File: config.mk
export PLATFORM = sky130hd
export DESIGN_NAME = sepc_power_ctrl
export DESIGN_NICKNAME = d
export VERILOG_FILES = /design/src/core/sepc_sync_timer.v /design/src/core/sepc_power_ctrl.v
export VERILOG_INCLUDE_DIRS = /design/src /design/src/core
export SDC_FILE = /design/constraint.sdc
export NUM_CORES = 1
export LEC_CHECK = 0
export ABC_AREA = 1
export BUFFER_PORTS_ARGS = -buffer_cell sky130_fd_sc_hd__buf_2
export CELL_PAD_IN_SITES_DETAIL_PLACEMENT = 0
export CELL_PAD_IN_SITES_GLOBAL_PLACEMENT = 2
export CORE_MARGIN = 2
export CORE_UTILIZATION = 40
export DETAILED_ROUTE_END_ITERATION = 6
export PLACE_DENSITY = 0.95
export SLEW_MARGIN = 15
export SYNTH_ARGS = -nofsm -noshare
export SYNTH_HDL_FRONTEND = slang
export SYNTH_HIERARCHICAL = 1
export SYNTH_SLANG_ARGS = --single-unit
export TNS_END_PERCENT = 1
File: constraint.sdc
create_clock -name clk_sys_i -period 5.3 [get_ports clk_sys_i]
set_clock_uncertainty 0.05 [all_clocks]
set_input_delay 1.06 -clock clk_sys_i [delete_from_list [all_inputs] [get_ports clk_sys_i]]
set_output_delay 1.06 -clock clk_sys_i [all_outputs]
set_load 0.02 [all_outputs]
File: src/core/sepc_consts.vh
// constants for the shutdown/enable power control block
`ifndef SEPC_CONSTS_VH
`define SEPC_CONSTS_VH
`define SEPC_CLK_HZ 100000000
`define SEPC_QUAL_MS 500
`define SEPC_HARD_MS 10000
`define SEPC_QUAL_CYC ((`SEPC_CLK_HZ / 1000) * `SEPC_QUAL_MS)
`define SEPC_HARD_CYC ((`SEPC_CLK_HZ / 1000) * `SEPC_HARD_MS)
`define SEPC_CNT_W 32
`define SEPC_ST_ON 3'h0
`define SEPC_ST_DISC 3'h1
`define SEPC_ST_WAIT 3'h2
`define SEPC_ST_OFF 3'h3
`define SEPC_ST_HOLD 3'h4
`endif

File: src/core/sepc_sync_timer.v
// two-flop synchroniser with continuous-assertion duration counter
`timescale 1ns/1ns
module sepc_sync_timer #(
    parameter [31:0] LIMIT = 32'h0000_0001
) (
    input wire clk_sys_i,
    input wire rst_n_i,
    input wire async_i,
    output reg level_o,
    output reg reached_o
);
    reg meta_q;
    reg [31:0] cnt_q;

    always @(posedge clk_sys_i) begin
        if (!rst_n_i) begin
            meta_q <= 1'b0;
            level_o <= 1'b0;
            cnt_q <= 32'h0;
            reached_o <= 1'b0;
        end else begin
            meta_q <= async_i;
            level_o <= meta_q;
            // any drop restarts the count
            if (!level_o) begin
                cnt_q <= 32'h0;
                reached_o <= 1'b0;
            end else if (cnt_q < LIMIT) begin
                cnt_q <= cnt_q + 32'h1;
                reached_o <= (cnt_q + 32'h1 >= LIMIT);
            end
        end
    end
endmodule

File: src/core/sepc_power_ctrl.v
// shutdown/enable power control sequencer
// What this block does
// - after 0.5 s shutdown: disconnect, then power off
// - 10 s continuous shutdown forces hardware power-down
// - enable while powered down reapplies power
// - enable overrides shutdown qualification
// - enable holds power through undervoltage cutoff
// - cutoff feature disabled: shutdown cannot remove power
// - firmware cutoff settings ignored by shutdown
// - shutdown timing fixed, needs no configuration
// - shutdown level readable while powered
// - enable level readable as status
// - cutoff enabled exactly when switch is on
`timescale 1ns/1ns
`include "sepc_consts.vh"
module sepc_power_ctrl #(
    parameter [31:0] QUAL_CYC = `SEPC_QUAL_CYC,
    parameter [31:0] HARD_CYC = `SEPC_HARD_CYC
) (
    input wire clk_sys_i,
    input wire rst_n_i,
    input wire shutdown_req_i,
    input wire enable_req_i,
    input wire uvlo_sw_on_i,
    input wire uv_trip_i,
    input wire stacks_open_i,
    output reg disconnect_o,
    output reg power_on_o,
    output reg shutdown_state_o,
    output reg enable_state_o,
    output reg [2:0] state_o
);
    wire sd_lvl;
    wire sd_qual;
    wire sd_hard;
    wire en_lvl;
    wire uvlo_lvl;
    wire uv_lvl;
    wire open_lvl;
    reg [2:0] st_q;
    reg [2:0] st_d;
    reg disc_d;
    reg pwr_d;

    localparam [2:0] ST_ON = 3'h0;
    localparam [2:0] ST_DISC = 3'h1;
    localparam [2:0] ST_WAIT = 3'h2;
    localparam [2:0] ST_OFF = 3'h3;
    localparam [2:0] ST_HOLD = 3'h4;

    // fixed thresholds, no software path into them
    sepc_sync_timer #(.LIMIT(QUAL_CYC)) u_sd_q (
        .clk_sys_i(clk_sys_i),
        .rst_n_i(rst_n_i),
        .async_i(shutdown_req_i),
        .level_o(sd_lvl),
        .reached_o(sd_qual)
    );
    sepc_sync_timer #(.LIMIT(HARD_CYC)) u_sd_h (
        .clk_sys_i(clk_sys_i),
        .rst_n_i(rst_n_i),
        .async_i(shutdown_req_i),
        .level_o(),
        .reached_o(sd_hard)
    );
    sepc_sync_timer #(.LIMIT(32'h1)) u_en (
        .clk_sys_i(clk_sys_i),
        .rst_n_i(rst_n_i),
        .async_i(enable_req_i),
        .level_o(en_lvl),
        .reached_o()
    );
    sepc_sync_timer #(.LIMIT(32'h1)) u_uvlo (
        .clk_sys_i(clk_sys_i),
        .rst_n_i(rst_n_i),
        .async_i(uvlo_sw_on_i),
        .level_o(uvlo_lvl),
        .reached_o()
    );
    sepc_sync_timer #(.LIMIT(32'h1)) u_uv (
        .clk_sys_i(clk_sys_i),
        .rst_n_i(rst_n_i),
        .async_i(uv_trip_i),
        .level_o(uv_lvl),
        .reached_o()
    );
    sepc_sync_timer #(.LIMIT(32'h1)) u_open (
        .clk_sys_i(clk_sys_i),
        .rst_n_i(rst_n_i),
        .async_i(stacks_open_i),
        .level_o(open_lvl),
        .reached_o()
    );

    // only the hardware switch and enable gate shutdown; no firmware setting enters
    wire sd_may_cut = uvlo_lvl & ~en_lvl;
    wire uv_cut = uvlo_lvl & uv_lvl & ~en_lvl;
    // reached flags clear one cycle after the level drops; mask that cycle
    wire sd_qual_ok = sd_qual & sd_lvl;
    wire sd_hard_ok = sd_hard & sd_lvl;

    always @* begin
        st_d = st_q;
        case (st_q)
            ST_ON: begin
                if (uv_cut || (sd_may_cut && sd_hard_ok))
                    st_d = ST_OFF;
                else if (sd_may_cut && sd_qual_ok)
                    st_d = ST_DISC;
            end
            ST_DISC: begin
                // enable or a switch turned off abandons the sequence
                if (!sd_may_cut)
                    st_d = ST_ON;
                else if (uv_cut || sd_hard_ok)
                    st_d = ST_OFF;
                else if (open_lvl)
                    st_d = ST_WAIT;
            end
            ST_WAIT: begin
                if (!sd_may_cut)
                    st_d = ST_ON;
                else
                    st_d = ST_OFF;
            end
            ST_OFF: begin
                if (en_lvl)
                    st_d = ST_HOLD;
            end
            ST_HOLD: begin
                // stay up until the request that cut power has gone, unless enable drops while a forced or undervoltage cut still applies
                if (!sd_lvl && !(uvlo_lvl && uv_lvl))
                    st_d = ST_ON;
                else if (!en_lvl && ((sd_may_cut && sd_hard_ok) || uv_cut))
                    st_d = ST_OFF;
            end
            default: st_d = ST_ON;
        endcase
    end

    always @* begin
        disc_d = 1'b0;
        pwr_d = 1'b1;
        case (st_d)
            ST_DISC: disc_d = 1'b1;
            ST_WAIT: disc_d = 1'b1;
            ST_OFF: pwr_d = 1'b0;
            default: begin
                disc_d = 1'b0;
                pwr_d = 1'b1;
            end
        endcase
    end

    always @(posedge clk_sys_i) begin
        if (!rst_n_i) begin
            st_q <= ST_ON;
            disconnect_o <= 1'b0;
            power_on_o <= 1'b1;
            shutdown_state_o <= 1'b0;
            enable_state_o <= 1'b0;
            state_o <= ST_ON;
        end else begin
            st_q <= st_d;
            state_o <= st_d;
            disconnect_o <= disc_d;
            power_on_o <= pwr_d;
            // held at zero once the unit is down: software cannot read it then
            shutdown_state_o <= sd_lvl & pwr_d;
            enable_state_o <= en_lvl;
        end
    end
endmodule

* Word level (Yosys, flattened, before mapping)
Index checks and enable logic that the tools add are counted.
** Word-level totals
- Flip-flop bits (word level) :: 83
- Input port bits :: 7
- Output and inout bits :: 7
- Logic and storage cells :: 64
** Operators by class
- Add/subtract/negate cells :: 2
- $lt $le $gt $ge :: 4
- Equal/unequal tests :: 7
- Muxes and demuxes :: 12
- Bitwise logic cells :: 7
- Reductions and logical operators :: 13
** Operators by type and width (count)
- 32-bit by 1-bit adder with 32-bit output (second input constant) :: 2
- 32-bit by 26-bit >= comparator with 1-bit output (second input constant) :: 1
- 32-bit by 30-bit >= comparator with 1-bit output (second input constant) :: 1
- 32-bit by 26-bit < comparator with 1-bit output (second input constant) :: 1
- 32-bit by 30-bit < comparator with 1-bit output (second input constant) :: 1
- 3-bit two-way mux :: 8
- 3-bit one-hot mux with 5 select lines :: 1
- 3-bit by 2-bit equality test with 1-bit output (second input constant) :: 4
- 1-bit bitwise AND :: 6
- 3-bit by 1-bit equality test with 1-bit output (second input constant) :: 2
- 1-bit logical AND :: 5
- 3-bit equality test (second input constant) :: 1
- 1-bit logical NOT :: 3
- 3-bit logical NOT :: 1
- 1-bit logical OR :: 2
- 1-bit two-way mux :: 2
- 2-bit two-way mux :: 1
- 2-bit AND reduction :: 1
- 2-bit OR reduction :: 1
- 1-bit NOT :: 1

* Logic depth before layout (Yosys ltp)
- Depth after elaboration :: 11
- Gate-level depth with buffers :: 15
- Depth with buffers taken out :: 15

* Cells and area by module
The synthesis kept the hierarchy.
** By module, submodules not included
- sepc_sync_timer at u_en ... :: instances 4, cells an instance 162, area an instance 1217.4 µm², seq. area each 700.7 µm²
- sepc_sync_timer at u_sd_q :: instances 1, cells an instance 423, area an instance 2414.8 µm², seq. area each 700.7 µm²
- sepc_sync_timer at u_sd_h :: instances 1, cells an instance 379, area an instance 2313.5 µm², seq. area each 700.7 µm²
- sepc_power_ctrl :: instances 1, cells an instance 67, area an instance 424.2 µm², seq. area each 140.1 µm²

* Worst setup path before layout
No wires, ideal clock.
- Kind :: input to register
- Start point :: in rst_n_i
- End point :: reg u_sd_q.cnt_q[20]
- Setup time :: 0.070 ns
- Arrival time :: 1.775 ns
- Data required time :: 5.180 ns
- Slack :: 3.405 ns
- Stages :: 5
- Path buffers :: 1
- Path through :: nand2_1 inv_1 buf_1 o21ai_0 a21oi_1
** On the way
- Cells in the longest elaborated chain, start to end :: 1
** RTL lines
- from (decl) :: RTL line sepc_power_ctrl.v:21 : input wire rst_n_i,
- 2-bit AND reduction (no line)
- to (signal assigned) :: RTL line sepc_sync_timer.v:29 : cnt_q <= cnt_q + 32'h1;
- to (decl) :: RTL line sepc_sync_timer.v:13 : reg [31:0] cnt_q;
No other way between the ends.
A chain may end at the register's enable or synchronous reset.

* Worst setup path after layout
- Start point :: in rst_n_i
- End point :: reg u_sd_h.cnt_q[18]
** On the way
- Cells in the longest elaborated chain, start to end :: 1
** RTL lines (RTL line)
- 2-bit AND reduction (no line)
- to (signal assigned) :: sepc_sync_timer.v:29
- to (decl) :: sepc_sync_timer.v:13
No other way between the ends.

==> results_dict.tcl <==
set metrics [dict create \
    outcome "finished clean" \
    synth_area_per_cell_um2 6.02 \
    via_per_inst 5.01 \
    grt_pass1_wl_mm 23.9 \
    power.clock.fraction_pct 50.5 \
    overflow 0 \
    rr_endpoint "u_sd_h/reached_o" \
    cts_setup_buffers 0 \
    dr.pass1.iters 5 \
    clk_pin_slew_ns 0.07 \
    synthToLayoutAreaGrowth_pct 10.2 \
    grt_pass1_vias 4986 \
    cp.required_ns 5.54 \
    r2r-start "u_sd_h/cnt_q[1]" \
    clock_sinks 85 \
    path_class "in -> reg" \
    whs_ns 0.362 \
    wl_met2_mm 6.98 \
    maxSlewViolCount 0 \
    layout_min_cycle_time_ns 2.40 \
    grt_max_degree 31 \
    holdCritPathClass "reg -> reg" \
    dr.first_iter.drc_count 330 \
    path_depth 5 \
    grt_usage_pct 20.8 \
    wire_per_inst_um 13.3 \
    cts_buffers 9 \
    postRouteAntennaNets 0 \
    antenna_found_initial 0 \
    crit_path_start_kind "input pin" \
    routed_wl_mm 14.4 \
    ir_worst_vdd_mv 0.168 \
    switching_share_pct 23.9 \
    cts_max_path_buffers 2 \
    rsz0062_at_grt "no" \
    clock-root-buffer "clkbuf_16" \
    slew_headroom_pct 41.1 \
    fillers 1419 \
    final_layout_size_suffix_gt1_share_pct 9.90 \
    crit_buf_inv 2 \
    worst-endpoint-arrival_ns 2.64 \
    multi_input_area_um2 3190 \
    vias 5440 \
    htreeDepth 3 \
    endpoint "u_sd_h/cnt_q[18]" \
    cp_slowest_stage_delay_ns 0.64 \
    die_h_um 120 \
    max_freq_mhz 416 \
    pwr-share-comb_pct 1.6 \
    r2r_setup_slack_ns 3.04 \
    syn-cell-area_um2 5370 \
    top_layer_used "met4" \
    diodes 0 \
    route.detailed.drc 0 \
    power_frac_seq_pct 47.9 \
    hold_viol_final 0 \
    io_pins 14 \
    io_buffers 13 \
    min_path_cells 2 \
    ys_warn_count 6 \
    start_util_pct 40.7 \
    crit_fanout 26 \
    drv_cap 0 \
    place_congestion 0.878 \
    fin_nets 913 \
    hold_buffers 0 \
    cp_cell_sequence "buf_2, nand2_1, inv_1, o21ai_0, a21oi_1" \
    worst_slew_pin_slew_ns 0.882 \
    drt-met1-wl_mm 6.75 \
    dp_hpwl_mm 11.0 \
    power_switching_mw 0.322 \
    setup_viol 0 \
    cts_tree "built" \
    regArea_um2 1700 \
    internal_power_mw 1.03 \
    cts_resized 0 \
    die_x_um 120 \
    finalSetupTns_ns 0 \
    worst_path_max_delay_cell "inv_1" \
    met3_length_um 454 \
    worstSkewPairLatency_ns 0.36 \
    syn-num-nets 902 \
    post-route-util_pct 44.9 \
    num_rows 42 \
    period_share_pct 45.3 \
    core_area_um2 13200 \
    total_power_mw 1.35 \
    worstRegToRegCells 13 \
    leakagePower_nw 2.31 \
    startpoint "rst_n_i" \
    die-area_um2 14400 \
    crit_family "buffers and inverters" \
    endpoint_kind "register" \
    power.density_nw_per_um2 228 \
    netlist_instances 893 \
]
-- power groups by stage --
stage | registers, mW | logic [mW] | clock network, mW
after detailed placement | 0.662 | 0.0222 | 0
after global routing | 0.647 | 0.0250 | 0.727
after floorplan | 0.662 | 0.0133 | 0
after CTS | 0.647 | 0.0223 | 0.700
after global placement | 0.661 | 0.0216 | 0
final | 0.647 | 0.0219 | 0.682
-- cell usage in the layout (no fill, tap or decap), types with 13 or more instances in the layout --
master,n
nor2_2,15
nand2_2,15
nor2_1,135
nand3_1,61
buf_2,13
dfxtp_1,85
a21oi_1,44
nand2_1,277
inv_1,102
o21ai_0,55
-- through the flow --
stage	cell area [um^2]	setup WS [ns]	std cells
CTS	5920	2.89	1085
global route	5920	2.65	1085
floorplan	5370	3.41	893
global placement	5610	2.55	1069
finish	5920	2.90	1085
detailed placement	5610	2.51	1069
-- flip-flops by register name, summed over array words and instances (netlist names) --
register,cells
power_on_o,1
u_uv/level_o,1
u_en/meta_q,1
u_sd_h/level_o,1
u_uv/meta_q,1
u_sd_q/cnt_q,32
enable_state_o,1
u_open/meta_q,1
u_sd_q/reached_o,1
u_sd_h/cnt_q,32
u_open/level_o,1
u_sd_q/meta_q,1
u_sd_h/meta_q,1
u_en/level_o,1
u_uvlo/level_o,1
disconnect_o,1
u_sd_q/level_o,1
shutdown_state_o,1
u_uvlo/meta_q,1
u_sd_h/reached_o,1
st_q,3
-- layout make-up --
type / count / area share [%]
Clock buffer: 9 / 3.80
Clock inverter: 7 / 1.56
Multi-Input combinational cell: 683 / 53.9
Tap cell: 176 / 3.72
Inverter: 110 / 6.97
Sequential cell: 85 / 28.7
Timing Repair Buffer: 15 / 1.35
-- metal layers --
metal | track usage (%) | vias to the layer above
met5 | 0 | -
met4 | 7.94 | 0
met3 | 2.57 | 19
met2 | 35.8 | 85
met1 | 26.7 | 2468
li1 | - | 2868
-- worst min-delay path, cell delays in order, from the launching register on --
cell	delay, ns
dfxtp_1	0.31
nand2_1	0.04
inv_1	0.04
-- worst min path at each step --
stage	start	slack [ns]	to
global route	u_sd_h/meta_q	0.39	u_sd_h/level_o
detailed placement	u_sd_q/meta_q	0.34	u_sd_q/level_o
finish	u_sd_q/meta_q	0.36	u_sd_q/level_o
floorplan	u_en/meta_q	0.34	u_en/level_o
CTS	u_sd_q/meta_q	0.36	u_sd_q/level_o
global placement	u_sd_q/meta_q	0.34	u_sd_q/level_o
Note: power is estimated with default switching activity, not from simulation.
